===== src/hdl/lct_pkg.sv =====
// lct_pkg: register map, field positions and timing constants of the
// panel timing core; shared by the core and its bench.
package lct_pkg;
	localparam logic [31:0] LCT_CON1_ADDR = 32'h14a00000;
	localparam logic [31:0] LCT_CON2_ADDR = 32'h14a00004;
	localparam logic [31:0] LCT_CON3_ADDR = 32'h14a00008;
	localparam logic [31:0] LCT_CON4_ADDR = 32'h14a0000c;
	localparam logic [31:0] LCT_STAT_ADDR = 32'h14a00010;
	localparam logic [31:0] LCT_FILL_ADDR = 32'h14a00050;
	localparam logic [31:0] LCT_REG_RESET = 32'h00000000;
	// panel_control_first
	localparam int LCT_LCNT_POS  = 18;
	localparam int LCT_DIV_POS   = 8;
	localparam int LCT_ACSEL_BIT = 7;
	localparam int LCT_PTYPE_POS = 5;
	localparam int LCT_DEPTH_POS = 1;
	localparam int LCT_EN_BIT    = 0;
	// vertical_timing_control
	localparam int LCT_VBP_POS   = 24;
	localparam int LCT_VSIZE_POS = 14;
	localparam int LCT_VFP_POS   = 6;
	localparam int LCT_VSW_POS   = 0;
	// horizontal_timing_control
	localparam int LCT_HBP_POS   = 19;
	localparam int LCT_HSIZE_POS = 8;
	localparam int LCT_HFP_POS   = 0;
	// offset / bias rate / line pulse width register
	localparam int LCT_PALEN_BIT  = 24;
	localparam int LCT_PALOFS_POS = 16;
	localparam int LCT_ACRATE_POS = 8;
	localparam int LCT_HSW_POS    = 0;
	// status and fill registers
	localparam int LCT_VST_POS    = 19;
	localparam int LCT_HST_POS    = 17;
	localparam int LCT_FILLEN_BIT = 24;
	localparam int LCT_FILLV_POS  = 0;
	// codes and counts
	localparam logic [1:0]  LCT_PT_TFT     = 2'h3;
	localparam logic [3:0]  LCT_DEPTH_12   = 4'h4;
	localparam logic [9:0]  LCT_STN_DIVMIN = 10'h002;
	localparam logic [9:0]  LCT_TFT_DIVMIN = 10'h001;
	localparam logic [11:0] LCT_DLY_BASE   = 12'h010;
	localparam logic [1:0]  LCT_ST_SYNC    = 2'h0;
	localparam logic [1:0]  LCT_ST_BACK    = 2'h1;
	localparam logic [1:0]  LCT_ST_ACTIVE  = 2'h2;
	localparam logic [1:0]  LCT_ST_FRONT   = 2'h3;
	typedef enum logic [1:0] {LCT_SYNC, LCT_BACK, LCT_ACTIVE, LCT_FRONT} lct_phase_t;
endpackage : lct_pkg


===== src/hdl/lct_panel_timing.sv =====
// lct_panel_timing: register file, pixel clock, line/frame timing and
// pixel colour path of the panel controller.
// assumes a fetch engine presenting fb_index and a palette returning
// pal_color; all inputs synchronous to sys_clk.
//
// How it works
// - fill enable replaces every pixel with fill
// - programmable offset added to palette index
// - line counter counts down from vertical size
// - pixel clock divided by divisor per mode
// - STN bias toggles per frame or every rate plus one lines
// - panel type field selects STN or TFT
// - pixel depth field selects bits per pixel
// - enable bit gates video and control signals
// - TFT back porch lines follow vertical sync
// - vertical size sets active lines
// - TFT front porch lines end each frame
// - TFT vertical sync width in lines, STN one line
// - TFT back porch in pixel clocks
// - STN line to clock delay 16..128
// - horizontal size sets active pixels
// - TFT front porch in pixel clocks
// - STN line blank in eight-clock units
// - vertical phase readable, 00 is sync
`timescale 1ns/1ns
module lct_panel_timing
	import lct_pkg::*;
(
	input  wire logic        sys_clk,
	input  wire logic        rst,
	input  wire logic [31:0] addr,
	input  wire logic [31:0] wdata,
	input  wire logic        wr,
	input  wire logic        rd,
	output logic      [31:0] rdata,
	input  wire logic [7:0]  fb_index,
	input  wire logic [15:0] pal_color,
	output logic      [7:0]  pal_index,
	output logic      [15:0] video_data,
	output logic             pixel_clock,
	output logic             line_pulse,
	output logic             frame_sync,
	output logic             data_enable,
	output logic             ac_bias_signal
);
	logic [17:0] con1;
	logic [31:0] con2;
	logic [25:0] con3;
	logic [24:0] con4;
	logic [24:0] fill;
	lct_phase_t  hph;
	lct_phase_t  vph;
	lct_phase_t  next_hph;
	lct_phase_t  next_vph;
	logic [11:0] hcnt;
	logic [10:0] vcnt;
	logic [11:0] hlen;
	logic [10:0] vlen;
	logic [10:0] dcnt;
	logic [10:0] half;
	logic [9:0]  div;
	logic [9:0]  line_cnt;
	logic [7:0]  accnt;
	logic [7:0]  mask;
	logic [1:0]  vstat;
	logic [1:0]  hstat;
	logic        enable;
	logic        tft;
	logic        pix_tick;
	logic        hstep;
	logic        hdone;
	logic        vdone;
	logic        line_end;
	logic        frame_end;
	logic        act;

	assign enable = con1[LCT_EN_BIT];
	assign tft    = con1[LCT_PTYPE_POS +: 2] == LCT_PT_TFT;
	assign div    = con1[LCT_DIV_POS +: 10];

	// register writes
	always_ff @(posedge sys_clk or posedge rst) begin
		if (rst) begin
			con1 <= LCT_REG_RESET[17:0];
			con2 <= LCT_REG_RESET;
			con3 <= LCT_REG_RESET[25:0];
			con4 <= LCT_REG_RESET[24:0];
			fill <= LCT_REG_RESET[24:0];
		end else if (wr) begin
			unique case (addr)
				LCT_CON1_ADDR: con1 <= wdata[17:0];
				LCT_CON2_ADDR: con2 <= wdata;
				LCT_CON3_ADDR: con3 <= wdata[25:0];
				LCT_CON4_ADDR: con4 <= wdata[24:0];
				LCT_FILL_ADDR: fill <= wdata[24:0];
				default: ;
			endcase
		end
	end

	// register reads, data in the following cycle
	always_ff @(posedge sys_clk or posedge rst) begin
		if (rst) begin
			rdata <= LCT_REG_RESET;
		end else if (rd) begin
			unique case (addr)
				LCT_CON1_ADDR: rdata <= {4'h0, line_cnt, con1};
				LCT_CON2_ADDR: rdata <= con2;
				LCT_CON3_ADDR: rdata <= {6'h00, con3};
				LCT_CON4_ADDR: rdata <= {7'h00, con4};
				LCT_STAT_ADDR: rdata <= {11'h000, vstat, hstat, 17'h00000};
				LCT_FILL_ADDR: rdata <= {7'h00, fill};
				default:       rdata <= LCT_REG_RESET;
			endcase
		end else begin
			rdata <= LCT_REG_RESET;
		end
	end

	// half period with per-mode minimum divisor
	always_comb begin
		if (tft) begin
			half = {1'b0, (div < LCT_TFT_DIVMIN) ? LCT_TFT_DIVMIN : div} + 11'h001;
		end else begin
			half = {1'b0, (div < LCT_STN_DIVMIN) ? LCT_STN_DIVMIN : div};
		end
	end

	assign pix_tick = enable && !pixel_clock && (dcnt == half - 11'h001);

	always_ff @(posedge sys_clk or posedge rst) begin
		if (rst) begin
			dcnt        <= 11'h000;
			pixel_clock <= 1'b0;
		end else if (!enable) begin
			dcnt        <= 11'h000;
			pixel_clock <= 1'b0;
		end else if (dcnt >= half - 11'h001) begin
			dcnt        <= 11'h000;
			pixel_clock <= !pixel_clock;
		end else begin
			dcnt <= dcnt + 11'h001;
		end
	end

	// horizontal phase lengths
	always_comb begin
		unique case (hph)
			LCT_BACK: hlen = tft ? {5'h00, con3[LCT_HBP_POS +: 7]} + 12'h001
					: LCT_DLY_BASE << con3[LCT_HBP_POS +: 2];
			LCT_ACTIVE: hlen = {1'b0, con3[LCT_HSIZE_POS +: 11]} + 12'h001;
			LCT_FRONT: hlen = tft ? {4'h0, con3[LCT_HFP_POS +: 8]} + 12'h001
					: {1'b0, con3[LCT_HFP_POS +: 8], 3'h0};
			default: hlen = tft ? {4'h0, con4[LCT_HSW_POS +: 8]} + 12'h001
					: LCT_DLY_BASE << con4[LCT_HSW_POS +: 2];
		endcase
	end

	// vertical phase lengths
	always_comb begin
		unique case (vph)
			LCT_BACK: vlen = {3'h0, con2[LCT_VBP_POS +: 8]} + 11'h001;
			LCT_ACTIVE: vlen = {1'b0, con2[LCT_VSIZE_POS +: 10]} + 11'h001;
			LCT_FRONT: vlen = {3'h0, con2[LCT_VFP_POS +: 8]} + 11'h001;
			default: vlen = tft ? {5'h00, con2[LCT_VSW_POS +: 6]} + 11'h001 : 11'h001;
		endcase
	end

	assign hstep     = (tft || hph == LCT_ACTIVE) ? pix_tick : enable;
	assign hdone     = ({1'b0, hcnt} + 13'h0001) >= {1'b0, hlen};
	assign vdone     = ({1'b0, vcnt} + 12'h001) >= {1'b0, vlen};
	assign line_end  = hstep && hdone && hph == LCT_FRONT;
	assign frame_end = line_end && vdone && next_vph == LCT_SYNC;
	assign act       = enable && hph == LCT_ACTIVE && vph == LCT_ACTIVE;

	// phase order, STN skips vertical porches
	always_comb begin
		unique case (hph)
			LCT_SYNC:   next_hph = LCT_BACK;
			LCT_BACK:   next_hph = LCT_ACTIVE;
			LCT_ACTIVE: next_hph = LCT_FRONT;
			LCT_FRONT:  next_hph = LCT_SYNC;
		endcase
		unique case (vph)
			LCT_SYNC:   next_vph = tft ? LCT_BACK : LCT_ACTIVE;
			LCT_BACK:   next_vph = LCT_ACTIVE;
			LCT_ACTIVE: next_vph = tft ? LCT_FRONT : LCT_SYNC;
			LCT_FRONT:  next_vph = LCT_SYNC;
		endcase
	end

	always_ff @(posedge sys_clk or posedge rst) begin
		if (rst) begin
			hph  <= LCT_SYNC;
			hcnt <= 12'h000;
		end else if (!enable) begin
			hph  <= LCT_SYNC;
			hcnt <= 12'h000;
		end else if (hstep) begin
			if (hdone) begin
				hph  <= next_hph;
				hcnt <= 12'h000;
			end else begin
				hcnt <= hcnt + 12'h001;
			end
		end
	end

	always_ff @(posedge sys_clk or posedge rst) begin
		if (rst) begin
			vph  <= LCT_SYNC;
			vcnt <= 11'h000;
		end else if (!enable) begin
			vph  <= LCT_SYNC;
			vcnt <= 11'h000;
		end else if (line_end) begin
			if (vdone) begin
				vph  <= next_vph;
				vcnt <= 11'h000;
			end else begin
				vcnt <= vcnt + 11'h001;
			end
		end
	end

	assign line_cnt = (vph == LCT_ACTIVE) ? con2[LCT_VSIZE_POS +: 10] - vcnt[9:0] : 10'h000;

	always_comb begin
		unique case (vph)
			LCT_SYNC:   vstat = LCT_ST_SYNC;
			LCT_BACK:   vstat = LCT_ST_BACK;
			LCT_ACTIVE: vstat = LCT_ST_ACTIVE;
			LCT_FRONT:  vstat = LCT_ST_FRONT;
		endcase
		unique case (hph)
			LCT_SYNC:   hstat = LCT_ST_SYNC;
			LCT_BACK:   hstat = LCT_ST_BACK;
			LCT_ACTIVE: hstat = LCT_ST_ACTIVE;
			LCT_FRONT:  hstat = LCT_ST_FRONT;
		endcase
	end

	always_ff @(posedge sys_clk or posedge rst) begin
		if (rst) begin
			line_pulse  <= 1'b0;
			frame_sync  <= 1'b0;
			data_enable <= 1'b0;
		end else begin
			line_pulse  <= enable && hph == LCT_SYNC;
			frame_sync  <= enable && vph == LCT_SYNC;
			data_enable <= act;
		end
	end

	// STN bias toggle per frame or every rate plus one lines
	always_ff @(posedge sys_clk or posedge rst) begin
		if (rst) begin
			ac_bias_signal <= 1'b0;
			accnt          <= 8'h00;
		end else if (!enable || tft) begin
			ac_bias_signal <= 1'b0;
			accnt          <= 8'h00;
		end else if (!con1[LCT_ACSEL_BIT]) begin
			if (frame_end) begin
				ac_bias_signal <= !ac_bias_signal;
			end
		end else if (line_end) begin
			if (accnt >= con4[LCT_ACRATE_POS +: 8]) begin
				ac_bias_signal <= !ac_bias_signal;
				accnt          <= 8'h00;
			end else begin
				accnt <= accnt + 8'h01;
			end
		end
	end

	always_comb begin
		unique case (con1[LCT_DEPTH_POS +: 2])
			2'h0: mask = 8'h01;
			2'h1: mask = 8'h03;
			2'h2: mask = 8'h0f;
			2'h3: mask = 8'hff;
		endcase
		if (con1[LCT_DEPTH_POS +: 4] == LCT_DEPTH_12) begin
			mask = 8'hff;
		end
	end

	always_ff @(posedge sys_clk or posedge rst) begin
		if (rst) begin
			pal_index  <= 8'h00;
			video_data <= 16'h0000;
		end else if (!act) begin
			video_data <= 16'h0000;
		end else if (pix_tick) begin
			pal_index  <= (fb_index & mask)
					+ (con4[LCT_PALEN_BIT] ? con4[LCT_PALOFS_POS +: 8] : 8'h00);
			video_data <= fill[LCT_FILLEN_BIT] ? fill[LCT_FILLV_POS +: 16] : pal_color;
		end
	end

	dis_quiet_a: assert property (@(posedge sys_clk) disable iff (rst)
		!enable |=> !line_pulse && !frame_sync && !data_enable && !pixel_clock)
		else $error("outputs active while disabled");
	idle_hold_a: assert property (@(posedge sys_clk) disable iff (rst)
		!enable |=> hph == LCT_SYNC && vph == LCT_SYNC && hcnt == 12'h000 && vcnt == 11'h000)
		else $error("timing not idle while disabled");
	fill_wins_a: assert property (@(posedge sys_clk) disable iff (rst)
		act && pix_tick && fill[LCT_FILLEN_BIT] |=> video_data == $past(fill[15:0]))
		else $error("fill colour not shown");
	pal_offset_a: assert property (@(posedge sys_clk) disable iff (rst)
		act && pix_tick && con4[LCT_PALEN_BIT] && con1[4:1] == 4'hb
		|=> pal_index == 8'($past(fb_index) + $past(con4[23:16])))
		else $error("palette offset wrong");
	clk_half_a: assert property (@(posedge sys_clk) disable iff (rst)
		enable && half == 11'h002 && $rose(pixel_clock) |-> pixel_clock ##2 $fell(pixel_clock))
		else $error("pixel clock half period wrong");
	line_cnt_a: assert property (@(posedge sys_clk) disable iff (rst)
		vph == LCT_ACTIVE && vcnt == 11'h000 |-> line_cnt == con2[23:14])
		else $error("line counter not at vertical size");
	vstat_sync_a: assert property (@(posedge sys_clk) disable iff (rst)
		enable && vph == LCT_SYNC |=> frame_sync == (vstat == LCT_ST_SYNC) || $changed(vph))
		else $error("sync status mismatch");
	phase_order_a: assert property (@(posedge sys_clk) disable iff (rst)
		tft && enable && $changed(vph) && vph == LCT_ACTIVE |-> $past(vph) == LCT_BACK)
		else $error("active lines not after back porch");
	ac_frame_a: assert property (@(posedge sys_clk) disable iff (rst)
		enable && !tft && !con1[7] && frame_end |=> ac_bias_signal != $past(ac_bias_signal))
		else $error("bias did not toggle at frame end");
	stat_sync_a: assert property (@(posedge sys_clk) disable iff (rst)
		rd && addr == LCT_STAT_ADDR && vph == LCT_SYNC |=> rdata[20:19] == 2'h0)
		else $error("sync phase not reported as zero");
	lcnt_zero_a: assert property (@(posedge sys_clk) disable iff (rst)
		vph == LCT_ACTIVE && vcnt[9:0] == con2[23:14] |-> line_cnt == 10'h000)
		else $error("line counter not zero on last line");
	back_lines_a: assert property (@(posedge sys_clk) disable iff (rst)
		enable && tft && vph == LCT_BACK |-> vcnt <= {3'h0, con2[31:24]})
		else $error("back porch too long");
	active_lines_a: assert property (@(posedge sys_clk) disable iff (rst)
		enable && vph == LCT_ACTIVE |-> vcnt <= {1'b0, con2[23:14]})
		else $error("too many active lines");
	front_lines_a: assert property (@(posedge sys_clk) disable iff (rst)
		enable && tft && vph == LCT_FRONT |-> vcnt <= {3'h0, con2[13:6]})
		else $error("front porch too long");
	sync_lines_a: assert property (@(posedge sys_clk) disable iff (rst)
		enable && tft && vph == LCT_SYNC |-> vcnt <= {5'h00, con2[5:0]})
		else $error("vertical sync too long");
	active_pixels_a: assert property (@(posedge sys_clk) disable iff (rst)
		enable && hph == LCT_ACTIVE |-> hcnt <= {1'b0, con3[18:8]})
		else $error("too many active pixels");
endmodule : lct_panel_timing


===== config.mk =====
export PLATFORM = sky130hd
export DESIGN_NAME = lct_panel_timing
export DESIGN_NICKNAME = d
export VERILOG_FILES = /design/src/hdl/lct_pkg.sv /design/src/hdl/lct_panel_timing.sv
export SDC_FILE = /design/constraint.sdc
export NUM_CORES = 1
export LEC_CHECK = 0
export BUFFER_PORTS_ARGS = -buffer_cell sky130_fd_sc_hd__buf_2
export CORE_ASPECT_RATIO = 0.6
export CORE_UTILIZATION = 40
export CTS_BUF_LIST = sky130_fd_sc_hd__clkbuf_4 sky130_fd_sc_hd__clkbuf_8
export DETAILED_ROUTE_END_ITERATION = 8
export MAX_ROUTING_LAYER = met4
export RECOVER_POWER = 25
export SLEW_MARGIN = 0
export SYNTH_ARGS = -nofsm -noshare
export SYNTH_HDL_FRONTEND = slang
export SYNTH_SLANG_ARGS = --single-unit

===== constraint.sdc =====
create_clock -name sys_clk -period 18.9 [get_ports sys_clk]
set_input_delay 1.89 -clock sys_clk [delete_from_list [all_inputs] [get_ports sys_clk]]
set_output_delay 1.89 -clock sys_clk [all_outputs]
set_load 0.05 [all_outputs]

# --- Word level (Yosys, flattened, before mapping) ---
# Cells that the tools add are included.
classes:
  n_mux: 50
  shift: 2
  bitwise: 1
  mul: 0
  add_sub_neg: 18
  n_eq_ne: 26
  reduce_logical: 32
  div_mod_pow: 0
  order_cmp: 6
op_table:
  columns: ["cell", "n"]
  rows:
  - ["$eq 32x29->1 const B", 6]
  - ["$pmux 32 s6", 1]
  - ["$mux 11", 7]
  - ["$mux 12", 5]
  - ["$mux 16", 3]
  - ["$mux 8", 6]
  - ["$add 8x1->9 const B", 4]
  - ["$pmux 12 s3", 1]
  - ["$pmux 11 s3", 1]
  - ["$mux 32", 1]
  - ["$pmux 2 s4", 4]
  - ["$pmux 8 s4", 1]
  - ["$mux 10", 3]
  - ["$add 11x1->12 const B", 2]
  - ["$shl 5x2->12 const A", 2]
  - ["$add 10x1->11 const B", 2]
  - ["$add 11x1->11 const B", 2]
  - ["$reduce_and 2->1", 9]
  - ["$mux 2", 8]
  - ["$eq 2x2->1 const B", 7]
  - ["$add 12x1->13 const B", 1]
  - ["$ge 13x12->1", 1]
  - ["$add 12x1->12 const B", 1]
  - ["$ge 12x11->1", 1]
  - ["26 further kinds", 56]
totals:
  ff_bits: 233
  input_bits: 92
  memories: 0
  output_inout_bits: 61
  ramBits: 0
  latchBits: 0
  wordCells: 154
  romBits: 0

# --- Logic depth before layout (Yosys ltp) ---
depth:
  depth_word: 15
  mapped_depth: 22
  ltp_nobuf: 19

# --- Worst setup path after synthesis ---
# Ideal clock, no wire load.
synth_path:
  path_type: "reg-to-reg"
  startpoint: "reg con1[10]"
  endpoint: "reg vcnt[9]"
  synth_period_minus_slack_ns: 4.842
  path_stages_with_launch: 22
  required_ns: 18.782
  setup_ns: 0.118
  arrival_ns: 4.724
  path_buffers: 3
  path_slack_ns: 14.058
  path_cell_list: "dfrtp_1 clkbuf_1 nor4_1 nand3_1 o21bai_1 ha_1 xor2_1 o41ai_1 nand3_1 or3_1 mux2_2 a31oi_1 ha_1 and4_1 and4bb_2 a21oi_1 a211o_1 buf_2 or2_1 buf_2 o21ai_0 a21o_1"
synth_between:
  elab_chain_cells: 11
  word_cells_on_any_way: 13
  classes_between: "add/sub (2); order compare (2); eq/ne (2); mux (4); reduce/logical (3)"
synth_rtl:
  columns: ["element", "line_no", "source"]
  rows:
  - ["from (decl)", "lct_panel_timing.sv:46", "logic [17:0] con1;"]
  - ["from (signal assigned)", "lct_panel_timing.sv:84", "con1 <= LCT_REG_RESET[17:0];"]
  - ["from (signal assigned)", "lct_panel_timing.sv:91", "LCT_CON1_ADDR: con1 <= wdata[17:0];"]
  - ["$lt 10x1->1", "lct_panel_timing.sv:123", "half = {1'b0, (div < LCT_TFT_DIVMIN) ? LCT_TFT_DIVMIN : div} + 11'h001;"]
  - ["$mux 10", "lct_panel_timing.sv:123", null]
  - ["$add 10x1->11", "lct_panel_timing.sv:123", null]
  - ["$mux 11 (*)", "lct_panel_timing.sv:122", "if (tft) begin"]
  - ["$sub 11x1->11 (*)", "lct_panel_timing.sv:129", "assign pix_tick = enable && !pixel_clock && (dcnt == half - 11'h001);"]
  - ["$eq 11x11->1 (*)", "lct_panel_timing.sv:129", null]
  - ["$logic_and 1x1->1 (*)", "lct_panel_timing.sv:129", null]
  - ["$mux 1 (*)", "lct_panel_timing.sv:169", "assign hstep = (tft || hph == LCT_ACTIVE) ? pix_tick : enable;"]
  - ["$logic_and 1x1->1 (*) (2 in a row)", "lct_panel_timing.sv:172", "assign line_end = hstep && hdone && hph == LCT_FRONT;"]
  - ["$ne 2x1->1 (no line) (*)", null, null]
  - ["to (signal assigned)", "lct_panel_timing.sv:221", "vcnt <= vcnt + 11'h001;"]
  - ["to (decl)", "lct_panel_timing.sv:56", "logic [10:0] vcnt;"]
# Every way passes the cells marked *; elsewhere a longest branch is shown, timed or not.
# A chain may end at the register's enable or synchronous reset.

==> impl_metrics.toml <==
[grt]
grt_usage_pct = 24.9
grt_first_pass_wirelength_mm = 67.2
gr-total-overflow = 0
first_global_vias = 11178
antenna_found_initial = 1
grt_start_max_net_pins = 97

[floorplanning]
die_x_um = 246
dieArea_mm2 = 0.0364
placementRows = 53
dieHeight_um = 148
start_util_pct = 40.7
io_pins = 153
core_area_mm2 = 0.0350

[cts]
cts_tree = "built"
cts.sinks = 233
ctsLongestPathBuffers = 3
insertion_delay_ns = 0.55
cts_buffers = 38
htree_levels = 2
post-cts-setup-buffers = 0
path_clk_slew_ns = 0.07
post_cts_resized = 0
cts_hold_buf = 0
cts-root-buf = "clkbuf_8"

[worst_setup_path]
crit_fanout = 96
crit_arrival_ns = 8.28
end_kind = "asynchronous set/reset pin"
crit_type = "input pin to asynchronous set/reset pin"
r2r_slack_ns = 13.36
critPathLaunchType = "input pin"
crit_required_ns = 19.43

[yosys]
synth_simple_gate_area_share_pct = 15.2
synth_xor_area_share_pct = 5.90
synth_cell_types = 68
synthAdderAreaFrac_pct = 7.48
ys_seq_elements = 233
synth_area_mm2 = 0.0142
synth-seq-area-share_pct = 40.9
synth_mux_area_share_pct = 14.0
synth_top_family_by_area = "simple AND/OR/NAND/NOR gates"
synthArstFlopShare_pct = 100
syn_inst = 1440
synth_compound_area_share_pct = 13.2
yosys_warnings = 0
syn_avg_cell_area_um2 = 9.89
synth_ff_type = "dfrtp_1"
synth_nets = 1616
synth_edf_count = 0

[sta]
finalSetupViolations = 0
fin_setup_tns_ns = 0
setup_slack_ns = 11.16
finalMaxSlewViolations = 166
rsz0062_at_grt = "false"
maxSlewHeadroom_pct = -188
timing.final.crit_share_pct = 41.0
hold_violations = 0
fmax_ghz = 0.129
fin_crit_ns = 7.74
worst_pin_slew_ns = 4.30
skew_ns = 0.0248

[pwr]
power_switching_mw = 0.232
ir_drop_mv = 0.0445
p_int_mw = 0.755
leakagePower_nw = 7.46
comb_power_share_pct = 3.6
swShare_pct = 23.5
power_density_mw_per_mm2 = 61.0
p_seq_share_pct = 50.6
clkPwrFrac_pct = 45.8

[drt]
routedWlPerCell_um = 21.3
routed_wirelength_mm = 43.8
ant_nets = 0
drc = 0
via_per_inst = 5.75
num_vias = 11819
dr.first_iter.drc_count = 1054
dr.pass1.iters = 5

[placed_design]
dp_hpwl_mm = 32.0
place.gp.congestion = 0.911
preCtsSetupSlack_ns = 13.43
port_buffers = 152

[finish]
drive_gt1_share_pct = 23.2
diodes = 0
area_delta_synth_final_pct = 13.4
multi_input_area_mm2 = 0.00795
seqCellArea_mm2 = 0.00583
fillers = 3350
layout.nets = 1746

[job]
maxCapViolations = 2

[status]
violations = "max-capacitance violations, max-slew violations"
outcome = "finished, violations left"

[worst_hold_path]
hp-class = "flop to flop"
-- final timing paths --
| check | cells past startpoint | end | from |
|---|---|---|---|
| max in group sys_clk | 18 | vcnt[5] | con1[10] |
| worst min register to register | 2 | pal_index[6] | pal_index[6] |
| worst max-delay path | 4 | con3[9] | rst |
| min in group asynchronous | 2 | rdata[9] | rst |
| worst min-delay path | 2 | pal_index[6] | pal_index[6] |
| worst max register to register | 18 | vcnt[5] | con1[10] |
-- final cells by class --
cell class	count	share of cell area [%]
clock buffer	58	4.55
inverter	46	1.08
clock inverter	2	0.0774
multi-input combinational	1081	49.2
timing repair buffer	170	5.40
sequential	233	36.1
tap	467	3.62
-- power by group through the flow --
| stage | Combinational [mW] | Sequential (mW) | Clock (mW) |
|---|---|---|---|
| after CTS | 0.0360 | 0.499 | 0.462 |
| after detailed placement | 0.0359 | 0.508 | 0 |
| final | 0.0354 | 0.499 | 0.452 |
| after global routing | 0.0386 | 0.499 | 0.484 |
| after floorplan | 0.0139 | 0.509 | 0 |
| after global placement | 0.0358 | 0.508 | 0 |
-- synthesized netlist by cell type (10+ instances only) --
master      n  share of area, %
nand2_1   120               3.2
a21o_1     16              0.84
a211oi_1   19               1.0
inv_1      46               1.2
a222oi_1   21               1.5
nor4_1     10              0.44
mux2i_1    49               3.4
nand2b_1   13              0.57
clkbuf_1   62               1.6
nor2b_1    17              0.75
nand4_1    18              0.79
mux2_2    133                11
or3_1      10              0.44
ha_1       82               7.2
a21oi_1    49               1.7
xor2_1     40               2.5
and2_1     16              0.70
dfrtp_1   233                41
o21ai_0    85               3.0
xnor2_1    56               3.4
buf_1      12              0.32
and3_1     13              0.57
nor3_1     11              0.39
nor2_1    109               2.9
nand3_1    69               2.4
-- worst max-delay path, cell delays in order --
cell and delay [ns]:
buf_2 0.10, clkinvlp_2 2.38, clkbuf_1 2.75, buf_4 1.07
-- per-layer routing --
metal  wire, um  share of wire, %  track usage [%]
met3       3900               8.9             5.56
met1      21400                49             37.4
met4        689               1.6             4.84
met5          0                 0                -
met2      17800                41             33.7
-- state kept, by name, summed over array words and instances (netlist names), 2 cells and up --
register and count:
hcnt 12, hph 2, con1 18, pal_index 8, vph 2, vcnt 11, con4 25, con3 26
fill 25, accnt 8, video_data 16, rdata 32, dcnt 11, con2 32
-- stage by stage --
stage | instances | area (um2) | total power, mW | utilization [%] | hold WS [ns]
floorplan | 1440 | 14200 | 0.523 | - | 0.474
global placement | 1997 | 15400 | 0.544 | 44.1 | 0.460
detailed placement | 1997 | 15400 | 0.544 | 44.1 | 0.468
CTS | 2057 | 16200 | 0.998 | 46.2 | 0.485
global route | 2057 | 16200 | 1.02 | 46.1 | 0.511
finish | 2057 | 16200 | 0.986 | 46.1 | 0.478
-- cells by family after synthesis --
| kind of cell | count (synthesis) |
|---|---|
| mux | 182 |
| compound gates | 276 |
| buf+inv | 126 |
| simple gates | 443 |
| xor+xnor | 96 |
| fa+ha+maj | 84 |
| flops | 233 |
-- cell usage in the layout (no fill, tap or decap), types with 40 or more instances in the layout --
master / instances
a21oi_1: 49
buf_2: 142
clkbuf_8: 48
dfrtp_1: 233
ha_1: 82
inv_1: 45
mux2_2: 133
mux2i_1: 49
nand2_1: 120
nand3_1: 68
nor2_1: 109
o21ai_0: 85
xnor2_1: 56
xor2_1: 40
Note: power is estimated with default switching activity, not from simulation.
